`src/hw/frc_defs.svh`:
```
`ifndef FRC_DEFS_SVH
`define FRC_DEFS_SVH

// Register offsets
`define FRC_ADDR_REPORT_MASK   8'h74
`define FRC_ADDR_LATCH_MASK    8'h75
`define FRC_ADDR_MISC          8'h76
`define FRC_ADDR_LIMIT         8'h77
`define FRC_ADDR_CLEAR         8'h78

// Reset values
`define FRC_RST_REPORT_MASK    8'h00
`define FRC_RST_LATCH_MASK     8'hF8
`define FRC_RST_MISC           8'h00
`define FRC_RST_LIMIT          8'h00
`define FRC_RST_CLEAR          8'h00

// Writable bits of the report mask register (bit 3 reserved, reads zero)
`define FRC_REPORT_MASK_WMASK  8'hF7

// Report mask field positions
`define FRC_B_HIDE_OVERTEMP    7
`define FRC_B_HIDE_DSUP_UNDER  6
`define FRC_B_HIDE_DSUP_OVER   5
`define FRC_B_MASK_CLK         4
`define FRC_B_MASK_PVDD        2
`define FRC_B_HIDE_OFFSET      1
`define FRC_B_HIDE_OVERCUR     0

// Latch and OTW, LWARN, LFAULT mask field positions
`define FRC_B_LFAULT_LATCH     7
`define FRC_B_LWARN_LATCH      6
`define FRC_B_CLK_LATCH        5
`define FRC_B_OTSD_LATCH       4
`define FRC_B_OTW_LATCH        3
`define FRC_B_HIDE_HEAT_WARN   2
`define FRC_B_MASK_LWARN       1
`define FRC_B_MASK_LFAULT      0

// Misc control field positions
`define FRC_B_CLK_DET_HOLD     7
`define FRC_B_AUTO_RECOVER     4

// Current limit control field positions
`define FRC_B_LEVEL_HI         4
`define FRC_B_LEVEL_LO         3
`define FRC_B_LIMIT_ON         2
`define FRC_B_LIMIT_WARN_ON    1
`define FRC_B_LIMIT_FAULT_ON   0

// Fault clear command bit
`define FRC_B_ANALOG_CLEAR     7
`define FRC_CLEAR_WMASK        8'h7F

// Fault source indices in the status vector
`define FRC_SRC_OC             0
`define FRC_SRC_DC             1
`define FRC_SRC_PVDD_UV        2
`define FRC_SRC_PVDD_OV        3
`define FRC_SRC_CLK            4
`define FRC_SRC_DVDD_OV        5
`define FRC_SRC_DVDD_UV        6
`define FRC_SRC_OTSD           7
`define FRC_SRC_LFAULT         8
`define FRC_SRC_LWARN          9
`define FRC_SRC_OTW            10
`define FRC_NUM_SRC            11

`endif

```
`src/hw/frc_pkg.sv`:
```
package frc_pkg;

    // Current limit level as fraction of the overcurrent threshold
    typedef enum logic [1:0] {
        FRC_LVL_80 = 2'b00,
        FRC_LVL_40 = 2'b01,
        FRC_LVL_60 = 2'b10,
        FRC_LVL_RSV = 2'b11
    } frc_level_t;

    // Write sequence state of the register port
    typedef enum logic [1:0] {
        FRC_IDLE,
        FRC_WRITE,
        FRC_CLEAR
    } frc_wstate_t;

endpackage

```
`src/hw/frc_regs.sv`:
```
`timescale 1ns/1ps
`include "frc_defs.svh"
module frc_regs #(
    parameter int NSRC = `FRC_NUM_SRC
) (
    input  wire logic            clk,          // System clock, 40 MHz
    input  wire logic            arst_n,       // Async reset, active low
    input  wire logic            reg_wr,       // Register write strobe
    input  wire logic            reg_rd,       // Register read strobe
    input  wire logic [7:0]      reg_addr,     // Register offset
    input  wire logic [7:0]      reg_wdata,    // Write data
    output logic      [7:0]      reg_rdata,    // Read data, valid the cycle after reg_rd
    input  wire logic [NSRC-1:0] fault_raw,    // Live detector levels, asynchronous
    input  wire logic            clk_detect,   // Live clock detect status, asynchronous
    output logic      [NSRC-1:0] fault_status, // Status bits
    output logic                 clk_det_stat, // Clock detect status
    output logic                 fault_pin_n,  // Fault report pin, low on fault
    output logic                 out_hiz,      // Force class-D outputs Hi-Z
    output logic                 auto_recover, // OTSD auto recovery enable
    output logic      [1:0]      limit_level,  // Current limit level code
    output logic                 limit_on,     // Cycle limit function enable
    output logic                 limit_warn_on,// Cycle limit warning enable
    output logic                 limit_fault_on// Cycle limit fault enable
);

    // ****************************************
    // Input synchronisers
    // ****************************************
    logic [NSRC-1:0] raw_s1_q;
    logic [NSRC-1:0] raw_s1_d;
    logic [NSRC-1:0] raw_s2_q;
    logic [NSRC-1:0] raw_s2_d;
    logic            det_s1_q;
    logic            det_s1_d;
    logic            det_s2_q;
    logic            det_s2_d;

    // Only the second stage feeds logic; the first may still be settling
    always_comb begin
        raw_s1_d = fault_raw;
        raw_s2_d = raw_s1_q;
        det_s1_d = clk_detect;
        det_s2_d = det_s1_q;
    end

    always_ff @(posedge clk or negedge arst_n) begin
        if (!arst_n) begin
            raw_s1_q <= '0;
            raw_s2_q <= '0;
            det_s1_q <= 1'b0;
            det_s2_q <= 1'b0;
        end else begin
            raw_s1_q <= raw_s1_d;
            raw_s2_q <= raw_s2_d;
            det_s1_q <= det_s1_d;
            det_s2_q <= det_s2_d;
        end
    end

    // ****************************************
    // Register file
    // ****************************************
    logic [7:0] rmask_q;
    logic [7:0] rmask_d;
    logic [7:0] latch_q;
    logic [7:0] latch_d;
    logic [7:0] misc_q;
    logic [7:0] misc_d;
    logic [7:0] limit_q;
    logic [7:0] limit_d;
    logic [7:0] clr_q;
    logic [7:0] clr_d;
    logic [7:0] rdata_q;
    logic [7:0] rdata_d;

    always_comb begin
        rmask_d = rmask_q;
        latch_d = latch_q;
        misc_d  = misc_q;
        limit_d = limit_q;
        clr_d   = clr_q;
        if (reg_wr) begin
            case (reg_addr)
                `FRC_ADDR_REPORT_MASK: begin
                    rmask_d = reg_wdata & `FRC_REPORT_MASK_WMASK;
                end
                `FRC_ADDR_LATCH_MASK: begin
                    latch_d = reg_wdata;
                end
                `FRC_ADDR_MISC: begin
                    misc_d = reg_wdata;
                end
                `FRC_ADDR_LIMIT: begin
                    limit_d = reg_wdata;
                end
                `FRC_ADDR_CLEAR: begin
                    clr_d = reg_wdata & `FRC_CLEAR_WMASK;
                end
                default: begin
                end
            endcase
        end
    end

    // Read mux; unmapped offsets return zero
    always_comb begin
        rdata_d = rdata_q;
        if (reg_rd) begin
            case (reg_addr)
                `FRC_ADDR_REPORT_MASK: rdata_d = rmask_q;
                `FRC_ADDR_LATCH_MASK:  rdata_d = latch_q;
                `FRC_ADDR_MISC:        rdata_d = misc_q;
                `FRC_ADDR_LIMIT:       rdata_d = limit_q;
                `FRC_ADDR_CLEAR:       rdata_d = clr_q;
                default:               rdata_d = 8'h00;
            endcase
        end
    end

    always_ff @(posedge clk or negedge arst_n) begin
        if (!arst_n) begin
            rmask_q <= `FRC_RST_REPORT_MASK;
            latch_q <= `FRC_RST_LATCH_MASK;
            misc_q  <= `FRC_RST_MISC;
            limit_q <= `FRC_RST_LIMIT;
            clr_q   <= `FRC_RST_CLEAR;
            rdata_q <= 8'h00;
        end else begin
            rmask_q <= rmask_d;
            latch_q <= latch_d;
            misc_q  <= misc_d;
            limit_q <= limit_d;
            clr_q   <= clr_d;
            rdata_q <= rdata_d;
        end
    end

    // ****************************************
    // Clear command sequencing
    // ****************************************
    frc_pkg::frc_wstate_t wstate_q;
    frc_pkg::frc_wstate_t wstate_d;
    logic                 aclr;

    // The clear bit is acted on, never stored: it becomes a single pulse one
    // cycle after the write, which keeps the latch update off the bus decode path
    always_comb begin
        wstate_d = frc_pkg::FRC_IDLE;
        if (reg_wr) begin
            wstate_d = frc_pkg::FRC_WRITE;
            if (reg_addr == `FRC_ADDR_CLEAR && reg_wdata[`FRC_B_ANALOG_CLEAR]) begin
                wstate_d = frc_pkg::FRC_CLEAR;
            end
        end
    end

    always_comb begin
        case (wstate_q)
            frc_pkg::FRC_CLEAR: aclr = 1'b1;
            default:            aclr = 1'b0;
        endcase
    end

    always_ff @(posedge clk or negedge arst_n) begin
        if (!arst_n) begin
            wstate_q <= frc_pkg::FRC_IDLE;
        end else begin
            wstate_q <= wstate_d;
        end
    end

    // ****************************************
    // Status latching
    // ****************************************
    logic [NSRC-1:0] latch_en;
    logic [NSRC-1:0] stat;
    logic [NSRC-1:0] masked;
    logic            det_stat;

    always_comb begin
        // OC, DC, PVDD and DVDD faults always latch until cleared; the rest follow their latch enables
        latch_en = '1;
        latch_en[`FRC_SRC_LFAULT] = latch_q[`FRC_B_LFAULT_LATCH];
        latch_en[`FRC_SRC_LWARN]  = latch_q[`FRC_B_LWARN_LATCH];
        latch_en[`FRC_SRC_CLK]    = latch_q[`FRC_B_CLK_LATCH];
        latch_en[`FRC_SRC_OTSD]   = latch_q[`FRC_B_OTSD_LATCH];
        latch_en[`FRC_SRC_OTW]    = latch_q[`FRC_B_OTW_LATCH];
    end

    genvar gi;
    generate
        for (gi = 0; gi < NSRC; gi++) begin : g_src
            frc_event_latch u_lat (
                .clk       (clk),
                .arst_n    (arst_n),
                .event_raw (raw_s2_q[gi]),
                .latch_on  (latch_en[gi]),
                .clear     (aclr),
                .status    (stat[gi])
            );
        end
    endgenerate

    frc_event_latch u_det (
        .clk       (clk),
        .arst_n    (arst_n),
        .event_raw (det_s2_q),
        .latch_on  (misc_q[`FRC_B_CLK_DET_HOLD]),
        .clear     (aclr),
        .status    (det_stat)
    );

    // ****************************************
    // Fault pin reporting
    // ****************************************
    // A masked fault source still latches and, unless it is LWARN or OTW, stops the output stage; only the pin ignores it
    always_comb begin
        masked = stat;
        if (rmask_q[`FRC_B_HIDE_OVERCUR])    masked[`FRC_SRC_OC]      = 1'b0;
        if (rmask_q[`FRC_B_HIDE_OFFSET])     masked[`FRC_SRC_DC]      = 1'b0;
        if (rmask_q[`FRC_B_MASK_CLK])        masked[`FRC_SRC_CLK]     = 1'b0;
        if (rmask_q[`FRC_B_HIDE_DSUP_OVER])  masked[`FRC_SRC_DVDD_OV] = 1'b0;
        if (rmask_q[`FRC_B_HIDE_DSUP_UNDER]) masked[`FRC_SRC_DVDD_UV] = 1'b0;
        if (rmask_q[`FRC_B_HIDE_OVERTEMP])   masked[`FRC_SRC_OTSD]    = 1'b0;
        if (rmask_q[`FRC_B_MASK_PVDD]) begin
            masked[`FRC_SRC_PVDD_UV] = 1'b0;
            masked[`FRC_SRC_PVDD_OV] = 1'b0;
        end
        if (latch_q[`FRC_B_HIDE_HEAT_WARN]) masked[`FRC_SRC_OTW]   = 1'b0;
        if (latch_q[`FRC_B_MASK_LWARN])   masked[`FRC_SRC_LWARN]   = 1'b0;
        if (latch_q[`FRC_B_MASK_LFAULT])  masked[`FRC_SRC_LFAULT]  = 1'b0;
    end

    // ****************************************
    // Output registers
    // ****************************************
    logic [NSRC-1:0] fstat_q;
    logic [NSRC-1:0] fstat_d;
    logic            det_q;
    logic            det_d;
    logic            pin_n_q;
    logic            pin_n_d;
    logic            hiz_q;
    logic            hiz_d;
    logic [NSRC-1:0] stop_src;

    always_comb begin
        fstat_d  = stat;
        det_d    = det_stat;
        pin_n_d  = ~(|masked);
        // Warnings do not stop the output stage; faults do
        stop_src = stat;
        stop_src[`FRC_SRC_LWARN] = 1'b0;
        stop_src[`FRC_SRC_OTW]   = 1'b0;
        // With auto recovery, OTSD releases Hi-Z once the live condition goes,
        // while its status bit stays set until software clears it
        if (misc_q[`FRC_B_AUTO_RECOVER] && !raw_s2_q[`FRC_SRC_OTSD]) begin
            stop_src[`FRC_SRC_OTSD] = 1'b0;
        end
        hiz_d = |stop_src;
    end

    always_ff @(posedge clk or negedge arst_n) begin
        if (!arst_n) begin
            fstat_q <= '0;
            det_q   <= 1'b0;
            pin_n_q <= 1'b1;
            hiz_q   <= 1'b0;
        end else begin
            fstat_q <= fstat_d;
            det_q   <= det_d;
            pin_n_q <= pin_n_d;
            hiz_q   <= hiz_d;
        end
    end

    assign reg_rdata      = rdata_q;
    assign fault_status   = fstat_q;
    assign clk_det_stat   = det_q;
    assign fault_pin_n    = pin_n_q;
    assign out_hiz        = hiz_q;

    // ****************************************
    // Configuration outputs
    // ****************************************
    // Level code 11 passes through unchanged; the analog side decides its meaning
    assign auto_recover   = misc_q[`FRC_B_AUTO_RECOVER];
    assign limit_level    = limit_q[`FRC_B_LEVEL_HI:`FRC_B_LEVEL_LO];
    assign limit_on       = limit_q[`FRC_B_LIMIT_ON];
    assign limit_warn_on  = limit_q[`FRC_B_LIMIT_WARN_ON];
    assign limit_fault_on = limit_q[`FRC_B_LIMIT_FAULT_ON];

endmodule

```
`src/hw/frc_event_latch.sv`:
```
`timescale 1ns/1ps
module frc_event_latch (
    input  wire logic clk,       // System clock
    input  wire logic arst_n,    // Async reset, active low
    input  wire logic event_raw, // Live detector level, same domain
    input  wire logic latch_on,  // 1: hold until cleared, 0: follow live
    input  wire logic clear,     // Clear pulse
    output logic      status     // Reported status
);

    logic held_q;
    logic held_d;

    always_comb begin
        held_d = held_q;
        if (clear) begin
            held_d = 1'b0;
        end
        // Set beats clear so an event in the clear cycle is kept
        if (event_raw) begin
            held_d = 1'b1;
        end
        if (!latch_on) begin
            held_d = event_raw;
        end
    end

    always_ff @(posedge clk or negedge arst_n) begin
        if (!arst_n) begin
            held_q <= 1'b0;
        end else begin
            held_q <= held_d;
        end
    end

    assign status = held_q;

endmodule

```
`config.mk`:
```
export PLATFORM = sky130hd
export DESIGN_NAME = frc_regs
export DESIGN_NICKNAME = d
export VERILOG_FILES = /design/src/hw/frc_pkg.sv /design/src/hw/frc_regs.sv /design/src/hw/frc_event_latch.sv
export VERILOG_INCLUDE_DIRS = /design/src /design/src/hw
export SDC_FILE = /design/constraint.sdc
export NUM_CORES = 1
export LEC_CHECK = 0
export BUFFER_PORTS_ARGS = -buffer_cell sky130_fd_sc_hd__buf_2
export CORE_MARGIN = 2
export CORE_UTILIZATION = 30
export DETAILED_ROUTE_END_ITERATION = 8
export PLACE_DENSITY = 0.5
export RECOVER_POWER = 100
export SYNTH_ARGS = -nofsm -noshare
export SYNTH_HDL_FRONTEND = slang
export SYNTH_SLANG_ARGS = --single-unit
```
`constraint.sdc`:
```
create_clock -name clk -period 1.37 [get_ports clk]
set_clock_uncertainty 0.15 [all_clocks]
set_input_delay 0.137 -clock clk [delete_from_list [all_inputs] [get_ports clk]]
set_output_delay 0.137 -clock clk [all_outputs]
set_load 0.05 [all_outputs]
```
# Yosys cells after proc, flatten, opt, wreduce, memory -nomap -nowiden
# Index checks and enable logic that the tools add are counted.
[word_totals] input_bits=32 register_bits=98
[classes] n_mux=34 n_eq_ne=12 reduce_logical=16 bitwise_logic=1
[op_table] op="$eq A8 B7 Y1 const B" n=5
[op_table] op="$pmux W8 S5" n=1
[op_table] op="$mux W1" n=30
[op_table] op="$ne A3 B2 Y1 const B" n=6
[op_table] op="$reduce_bool A2 Y1" n=6
[op_table] op="$reduce_or A11 Y1" n=1
[op_table] op="$reduce_and A2 Y1" n=5
[op_table] op="$reduce_or A9 Y1" n=1
[op_table] op="$mux W2" n=3
[op_table] op="$eq A2 B2 Y1 const B" n=1
[op_table] op="$logic_and A1 B1 Y1" n=2
[op_table] op="$logic_not A1 Y1" n=1
[op_table] op="$not A1 Y1" n=1

# Depth between registers and ports, before layout
# Gate-level depths: netlist of the first run.
[depth] ltp_word=5 depth_mapped=5 depth_no_buf=4

# Cells and area by module
# A second synthesis of the first run with hierarchy kept.
[hier_totals] hier_cells=256 area_unflattened_um2=3786.1
[modules_own_cells] module="frc_regs" area_per_inst_um2=3350.7 instances=1 cells_per_inst=220
[modules_own_cells] module="frc_event_latch" area_per_inst_um2=36.3 instances=12 cells_per_inst=3

# Least setup slack after synthesis of the first run
# OpenSTA, ideal clock, no wires.
[synth_path] kind="input to register" startpoint="input reg_addr[7]" endpoint="register rmask_q[0]" arrival_time_ns=1.219 setup_ns=0.125 path_stages=4 setup_slack_ns=-0.124 n_path_buf=0 cell_sequence="nand4b_4 nor3b_4 nand3_2 mux2_2"
[synth_between] elab_chain_cells=2
[synth_rtl] item="start: declaration" line="frc_regs.sv:10" rtl="input wire logic [7:0] reg_addr,"
[synth_rtl] item="$eq A8 B7 Y1" line="frc_regs.sv:83" rtl="case (reg_addr)"
[synth_rtl] item="$reduce_and A2 Y1 (no source line)"
[synth_rtl] item="end signal: assignment" line="frc_regs.sv:122" rtl="rmask_q <= `FRC_RST_REPORT_MASK;"
[synth_rtl] item="end signal: assignment" line="frc_regs.sv:129" rtl="rmask_q <= rmask_d;"
[synth_rtl] item="end: declaration" line="frc_regs.sv:63" rtl="logic [7:0] rmask_q;"
# Every way passes these cells.
# A chain may end at the register's enable or synchronous reset.

# Worst setup path in the final report of the first run
[layout_path] startpoint="register limit_q[3]" endpoint="register rdata_q[3] (netlist: reg_rdata[3])"
[layout_between] elab_chain_cells=1
[layout_rtl] item="start: declaration" line="frc_regs.sv:69" rtl="logic [7:0] limit_q;"
[layout_rtl] item="start signal: assignment" line="frc_regs.sv:125" rtl="limit_q <= `FRC_RST_LIMIT;"
[layout_rtl] item="start signal: assignment" line="frc_regs.sv:132" rtl="limit_q <= limit_d;"
[layout_rtl] item="$pmux W8 S5" line="frc_regs.sv:109" rtl="case (reg_addr)"
[layout_rtl] item="end signal: assignment" line="frc_regs.sv:134" rtl="rdata_q <= rdata_d;"
[layout_rtl] item="end: declaration" line="frc_regs.sv:73" rtl="logic [7:0] rdata_q;"
# Every way passes these cells.

==> impl_results.rst, run 1 <==
.. list-table::
   :header-rows: 1

   * - Metric
     - Value
   * - Part of the cycle the worst path needs
     - 1.04
   * - Number of input and output port buffers inserted
     - 59
   * - Reg-to-reg critical path endpoint
     - reg_rdata[3]
   * - Pin count of the biggest net entering global routing
     - 53
   * - Number of antenna violations at the first check in global routing
     - 0
   * - Global-route congestion overflow total
     - 0
   * - Number of DRC violations after detailed-routing iteration 0
     - 89
   * - Lkg Pwr
     - 0.00225 uW
   * - Post-CTS clock slew at the launch and capture registers of the worst setup and hold paths
     - 0.07 ns
   * - Diode insertion count for antenna repair
     - 0
   * - Worst slew slack as a fraction of its limit
     - 0.535
   * - Endpoint arrival time on the critical path
     - 1.50 ns
   * - Width of the die
     - 114 um
   * - Setup WS pre-CTS
     - -0.244 ns
   * - CTS root buf
     - clkbuf_16
   * - Nets
     - 371
   * - Type of the worst min-delay path
     - primary input to register
   * - Worst min-delay path endpoint
     - wstate_q[0]
   * - Post-CTS Setup Repair Bufs
     - 0
   * - Overall die height
     - 114 um
   * - Avg Inst Size Synth
     - 15.3 sq um
   * - Final setup slack of the worst path
     - -0.0488 ns
   * - Max Freq
     - 705 MHz
   * - Sequential element share of the synthesized area
     - 0.672
   * - Hold Vio Cnt, Final
     - 0
   * - Insertion delay to the later sink of the worst-skew pair
     - 0.34 ns
   * - Delay of the slowest cell on the worst path
     - 0.39 ns
   * - Antenna Nets Post-Route
     - 0
   * - Worst R2R Start
     - limit_q[3]
   * - Startpoint-to-endpoint class of the critical path
     - register to register
   * - Cells traversed along the worst timing path
     - mux2_4 -> a22o_1 -> a221oi_2 -> nor2_1
   * - Beginning of the worst hold path
     - reg_wr
   * - Post-synth top flop
     - dfrtp_1
   * - Total number of H-tree levels
     - 3
   * - Critical Path Fanout Max
     - 2
   * - Max-cap check violation count
     - 0
   * - Number of cells traversed by the worst hold path
     - 2
   * - Logic depth of the worst register-to-register path
     - 4
   * - Ports placed on the boundary
     - 60
   * - Clock tree from TritonCTS
     - yes
   * - Final Power
     - 5860 uW
   * - Power per Cell Area
     - 1230 mW/mm^2
   * - Yosys Warn Count
     - 0
   * - Drt pass-1 iters
     - 5
   * - Synth-to-layout area growth
     - 30.2%
   * - Req. time, crit path
     - 1.45 ns
   * - Async set-or-reset flop fraction in the synthesized netlist
     - 1.00
   * - Initial Utilization
     - 0.306
   * - Part of the power in the clock network
     - 0.398
   * - Vias after detailed routing
     - 2272
   * - Netlist area before placement
     - 0.00366 sq mm
   * - Post-synth EDFFs
     - 0
   * - CP max stage cell
     - dfrtp_1
   * - Violated checks
     - setup timing
   * - Placer Congestion
     - 0.724
   * - Gr usage total
     - 0.126
   * - Number of design rule violations left after detail routing
     - 0
   * - Setup crit start kind
     - register
   * - Vias in the first global route
     - 2338
   * - Setup slack of the worst register-to-register path
     - -0.05 ns
   * - Synthesis-stage register bit count
     - 98
   * - HPWL reported at the end of detailed placement
     - 5470 um
   * - Clock Sink Count
     - 98
   * - Max Root-Sink Buffers
     - 2
   * - Number of standard cells after synthesis
     - 239
   * - Sum of routed wire length over all layers
     - 7610 um
   * - Run status
     - finished with violations
   * - Distinct cells, synth
     - 36
   * - Vias/cell
     - 4.63
   * - Share of power burned in combinational logic
     - 0.078
   * - Launch point of the critical path
     - limit_q[3]
   * - Slew at the pin closest to its max-slew limit
     - 0.698 ns
   * - Switch Pwr
     - 1400 uW
   * - Final max-slew violation count
     - 0
   * - Number of failing setup endpoints in the final timing report
     - 1
   * - Period minus WS final
     - 1.42 ns
   * - IR Drop Worst-Case VDD
     - 0.552 mV
   * - Sequential cell fraction of total power
     - 0.524
   * - Kind of capture point of the worst setup path
     - register
   * - Floorplan row count
     - 40
   * - Pint
     - 4460 uW
   * - Cts bufs inserted
     - 9
   * - Die ar.
     - 0.0131 sq mm
   * - Fraction of final layout cells with drive strength greater than 1
     - 0.442
   * - Routed len/inst
     - 15.5 um
   * - Area of the core
     - 0.0120 sq mm
   * - Sw frac
     - 0.239
   * - Setup repair after global routing missed its margin
     - yes
   * - First-pass GRT wire length
     - 12300 um
   * - Post-synthesis net count
     - 271
## cells in the mapped netlist, types with 2 or more instances
cell type | n | share of area
a21o_1 | 6 | 0.012
nor2b_1 | 9 | 0.015
mux2i_1 | 6 | 0.016
nand2_1 | 6 | 0.0062
dfrtp_1 | 92 | 0.63
o21ai_0 | 7 | 0.0096
nor2_1 | 6 | 0.0062
a31o_2 | 6 | 0.014
o221ai_1 | 3 | 0.0072
a221o_1 | 6 | 0.016
clkbuf_1 | 3 | 0.0031
nand3_4 | 2 | 0.0096
nand2b_1 | 3 | 0.0051
buf_4 | 2 | 0.0041
buf_2 | 5 | 0.0068
a22o_1 | 8 | 0.019
dfstp_2 | 6 | 0.043
inv_1 | 8 | 0.0082
mux2_2 | 38 | 0.12
## final cells by class
type                            instances  area [sq um]
Fill cell                            1114          7190
Sequential cell                        98          2460
Clock inverter                          6          48.8
Clock buffer                           10           229
Inverter                                8          30.0
Multi-Input combinational cell        123          1120
Timing Repair Buffer                   99           692
Tap cell                              147           184
## kinds of logic after synthesis
family | Yosys count | synth area share
multiplexers | 46 | 0.143
AND/OR/NAND/NOR | 38 | 0.0786
AO/OA/AOI/OAI | 39 | 0.0848
buffers and inverters | 18 | 0.0222
flip-flops | 98 | 0.672
## layout by cell type, fill, tap and decap left out, drive strengths merged, types with 2 or more instances in the layout
cell | netlist | routed
dfstp | 6 | 6
a22o | 8 | 8
nor2 | 6 | 6
a31o | 6 | 6
clkinv | 0 | 4
dlygate4sd3 | 0 | 22
nand4 | 2 | 2
nand4b | 2 | 2
inv | 8 | 10
a221o | 6 | 6
mux2 | 39 | 39
a21o | 6 | 6
o21ai | 7 | 7
clkbuf | 3 | 40
nand2b | 3 | 3
nand3 | 3 | 3
buf | 7 | 47
nor2b | 9 | 9
nand2 | 7 | 7
o221ai | 3 | 3
dfrtp | 92 | 92
mux2i | 6 | 6
## worst max path at each step
stage | end | depth (start not counted)
2_1_floorplan | rmask_q[0] | 4
3_3_place_gp | clr_q[6] | 5
3_5_place_dp | clr_q[1] | 5
4_1_cts | reg_rdata[3] | 4
5_1_grt | reg_rdata[3] | 4
6_report | reg_rdata[3] | 4
## through the flow
| stage | utilization | cells | setup TNS (ns) | hold WS [ns] | cell area, sq um |
|---|---|---|---|---|---|
| final | 0.399 | 491 | -0.0488 | 0.0247 | 4770 |
| after global routing | 0.399 | 491 | -1.21 | 0.0432 | 4770 |
| after CTS | 0.403 | 491 | -0.0362 | 0.0130 | 4820 |
| after detailed placement | 0.360 | 453 | -9.04 | 0.00215 | 4310 |
| after global placement | 0.360 | 453 | -8.65 | 0.00286 | 4310 |
| after floorplan | - | 239 | -3.23 | -0.309 | 3680 |
## what timing repair did
action	CTS	global route
hold endpoints to repair	153	0
pin swaps	1	0
hold buffers	22	0
resized for setup	3	3
setup endpoints to repair	3	3
## flip-flops by register name (all words and copies together) (netlist names), 8 cells and up
register,flops
latch_q,8
reg_rdata,8
fault_status,11
misc_q,8
limit_q,8
raw_s1_q,11
g_src.u_lat.status,11
raw_s2_q,11
## metal layers
layer | vias up | global-route usage | wire (um)
met5 | - | 0 | 0
met4 | 0 | 0.0585 | 126
li1 | 1062 | - | -
met1 | 1167 | 0.159 | 3340
met3 | 8 | 0.0302 | 241
met2 | 35 | 0.205 | 3900
## worst max-delay path: cells and delay by family (launching register included)
family	cells	cell delay (ns)
compound gates	2	0.43
flops	1	0.39
mux	1	0.26
simple gates	1	0.07
## power groups by stage
| stage | registers [uW] | clock network [uW] | logic [uW] |
|---|---|---|---|
| 2_1_floorplan | 3170 | 0 | 143 |
| 6_report | 3070 | 2340 | 456 |
| 5_1_grt | 3080 | 2530 | 500 |
| 3_3_place_gp | 3120 | 0 | 427 |
| 4_1_cts | 3070 | 2410 | 482 |
| 3_5_place_dp | 3120 | 0 | 432 |
Power figures use the tool's default switching activity.
==> run 2, diff against run 1 <==
--- a/config.mk
+++ b/config.mk
@@ -12,2 +12,3 @@
 export DETAILED_ROUTE_END_ITERATION = 8
+export GPL_TIMING_DRIVEN = 0
 export PLACE_DENSITY = 0.5
==> constraint.sdc (replaced) <==
create_clock -name clk -period 1.37 [get_ports clk]
set_clock_uncertainty 0.15 [all_clocks]
set_input_delay 0.0685 -clock clk [delete_from_list [all_inputs] [get_ports clk]]
set_output_delay 0.0685 -clock clk [all_outputs]
set_load 0.05 [all_outputs]
==> run 2 against run 1 <==
  * The flow still finishes with violations (setup timing)
  * Critical endpoint is now latch_q[2]
  * Count of clock-buffer cells in the layout down 1
  * Combinational power down 5.7%
  * Cell count down 0.61%
  * First-iteration DRC count up 31%
  * Largest cell class unchanged
  * Largest power group unchanged
==> impl_results.rst, run 2 (synthesis results as in run 1) <==
.. list-table::
   :header-rows: 1

   * - Metric
     - Value
   * - Global-route congestion overflow total
     - 0 (unchanged)
   * - Kind of capture point of the worst setup path
     - register (unchanged)
   * - Max-cap check violation count
     - 0 (unchanged)
   * - Sum of routed wire length over all layers
     - 7800 um (was 7610 um)
   * - Worst path buffer plus inverter count
     - 2 (was 0)
   * - CP max stage cell
     - dlygate4sd3_1 (was dfrtp_1)
   * - Setup repair after global routing missed its margin
     - yes (unchanged)
   * - Antenna Nets Post-Route
     - 0 (unchanged)
   * - Floorplan row count
     - 40 (unchanged)
   * - Violated checks
     - setup timing (unchanged)
   * - Pin count of the biggest net entering global routing
     - 53 (unchanged)
   * - Leading cell types in the layout, fill and taps excluded
     - dfrtp_1 (88), mux2_2 (37), buf_2 (31) (was dfrtp_1 (92), mux2_2 (37), buf_2 (29))
   * - Ports placed on the boundary
     - 60 (unchanged)
   * - Cts bufs inserted
     - 9 (unchanged)
   * - Area post-placement
     - 0.00418 sq mm (was 0.00431 sq mm)
   * - Number of design rule violations left after detail routing
     - 0 (unchanged)
   * - Number of antenna violations at the first check in global routing
     - 0 (unchanged)
   * - Vias in the first global route
     - 2313 (was 2338)
   * - First-pass GRT wire length
     - 12600 um (was 12300 um)
   * - Type of the worst min-delay path
     - primary input to register (unchanged)
   * - Clock Sink Count
     - 98 (unchanged)
   * - Part of the cycle the worst path needs
     - 1.03 (was 1.04)
   * - Clock tree from TritonCTS
     - yes (unchanged)
   * - Total number of H-tree levels
     - 3 (unchanged)
   * - Diode insertion count for antenna repair
     - 0 (unchanged)
   * - Cell type group with the largest total delay on the critical path
     - buffers and inverters (was compound AO/OA/AOI/OAI gates)
   * - Critical Path Fanout Max
     - 8 (was 2)
   * - Vias/cell
     - 4.62 (was 4.63)
   * - Setup slack of the worst register-to-register path
     - -0.04 ns (was -0.05 ns)
   * - Period minus WS final
     - 1.41 ns (was 1.42 ns)
   * - Vias after detailed routing
     - 2254 (was 2272)
   * - Max Freq
     - 708 MHz (was 705 MHz)
   * - CTS root buf
     - clkbuf_16 (unchanged)
   * - Nets
     - 368 (was 371)
   * - Placer Congestion
     - 0.736 (was 0.724)
   * - Number of input and output port buffers inserted
     - 58 (was 59)
   * - Routed len/inst
     - 16.0 um (was 15.5 um)
   * - Req. time, crit path
     - 1.46 ns (was 1.45 ns)
   * - Drt pass-1 iters
     - 4 (was 5)
   * - Lkg Pwr
     - 0.00222 uW (was 0.00225 uW)
   * - Gr usage total
     - 0.130 (was 0.126)
   * - Startpoint-to-endpoint class of the critical path
     - primary input to register (was register to register)
   * - Delay of the slowest cell on the worst path
     - 0.53 ns (was 0.39 ns)
   * - Number of failing setup endpoints in the final timing report
     - 5 (was 1)
   * - Die ar.
     - 0.0131 sq mm (unchanged)
   * - Insertion delay to the later sink of the worst-skew pair
     - 0.35 ns (was 0.34 ns)
   * - Final worst hold slack
     - 0.151 ns (was 0.0247 ns)
   * - Synth-to-layout area growth
     - 29.4% (was 30.2%)
   * - Setup crit start kind
     - primary input (was register)
   * - Leading cell type in the layout, fill and taps excluded
     - dfrtp_1 (unchanged)
   * - Post-route design area
     - 0.00474 sq mm (was 0.00477 sq mm)
   * - Post-CTS clock slew at the launch and capture registers of the worst setup and hold paths
     - 0.07 ns (about the same)
   * - Run status
     - finished with violations (unchanged)
   * - Width of the die
     - 114 um (unchanged)
   * - Hold Vio Cnt, Final
     - 0 (unchanged)
   * - Worst slew slack as a fraction of its limit
     - 0.504 (was 0.535)
   * - IR Drop Worst-Case VDD
     - 0.513 mV (was 0.552 mV)
   * - Placed instance count
     - 445 (was 453)
   * - Final Power
     - 5920 uW (was 5860 uW)
   * - Fill cell count
     - 1156 (was 1114)
   * - Setup WS pre-CTS
     - -0.402 ns (was -0.244 ns)
   * - Slew at the pin closest to its max-slew limit
     - 0.743 ns (was 0.698 ns)
   * - Cells traversed along the worst timing path
     - dlygate4sd3_1 -> clkbuf_2 -> nand3_2 -> mux2_2 (was mux2_4 -> a22o_1 -> a221oi_2 -> nor2_1)
   * - Endpoint arrival time on the critical path
     - 1.50 ns (about the same)
   * - Power per Cell Area
     - 1250 mW/mm^2 (was 1230 mW/mm^2)
   * - Max Root-Sink Buffers
     - 2 (unchanged)
   * - Number of DRC violations after detailed-routing iteration 0
     - 117 (was 89)
   * - HPWL reported at the end of detailed placement
     - 5350 um (was 5470 um)
   * - Initial Utilization
     - 0.306 (unchanged)
   * - Final setup slack of the worst path
     - -0.0423 ns (was -0.0488 ns)
   * - Overall die height
     - 114 um (unchanged)
   * - Final max-slew violation count
     - 0 (unchanged)
   * - Fraction of final layout cells with drive strength greater than 1
     - 0.446 (was 0.442)
   * - Layout Cells excl Fill
     - 488 (was 491)
   * - Area of the core
     - 0.0120 sq mm (unchanged)
[run 2: tightest hold or removal path, delay by kind of cell]
family,cells,cell delay [ns]
AND/OR/NAND/NOR,2,0.20
buffers and inverters,2,0.34
[run 2: repair_timing]
action	4_1_cts	5_1_grt
endpoints found under the hold margin	105	0
setup buffers	2	2
pin swaps	2	2
setup endpoints to repair	18	24
hold buffers	23	0
resized for setup	2	6
[run 2: path summary, 6_finish.rpt]
| kind | endpoint | from | cells past startpoint |
|---|---|---|---|
| worst min-delay path | reg_rdata[3] | reg_rd | 4 |
| worst min register to register | raw_s2_q[4] | raw_s1_q[4] | 0 |
| max in group asynchronous | latch_q[4] | arst_n | 3 |
| min in group asynchronous | reg_rdata[3] | arst_n | 2 |
| worst max-delay path | latch_q[2] | reg_wr | 4 |
| worst max register to register | reg_rdata[3] | latch_q[3] | 4 |
[run 2: layout make-up]
type                       count  area [sq um]  area share
sequential                    98          2460       0.520
inverter                       8          30.0     0.00634
timing repair buffer          86           587       0.124
clock inverter                 7          58.8      0.0124
clock buffer                   9           225      0.0476
tap                          147           184      0.0388
buffer                        10          58.8      0.0124
multi-input combinational    123          1130       0.238
[run 2: layer usage]
| layer | global-route usage | wire length [um] | vias up |
|---|---|---|---|
| met5 | 0 | 0 | - |
| met4 | 0.0707 | 198 | 0 |
| met3 | 0.0323 | 240 | 13 |
| met2 | 0.202 | 3920 | 33 |
| met1 | 0.167 | 3440 | 1154 |
| li1 | - | - | 1054 |
[run 2: per-stage QoR]
stage / util / TNS (ns)
floorplan: - / -0.964
global placement: 0.347 / -104.05
detailed placement: 0.349 / -14.35
CTS: 0.395 / -0.0394
global route: 0.396 / -1.23
finish: 0.396 / -0.149
[run 2: report_power, final]
part / internal, uW / total (uW) / switching (uW)
logic: 184 / 430 / 245
registers: 3010 / 3070 / 60.4
clock network: 1260 / 2420 / 1160
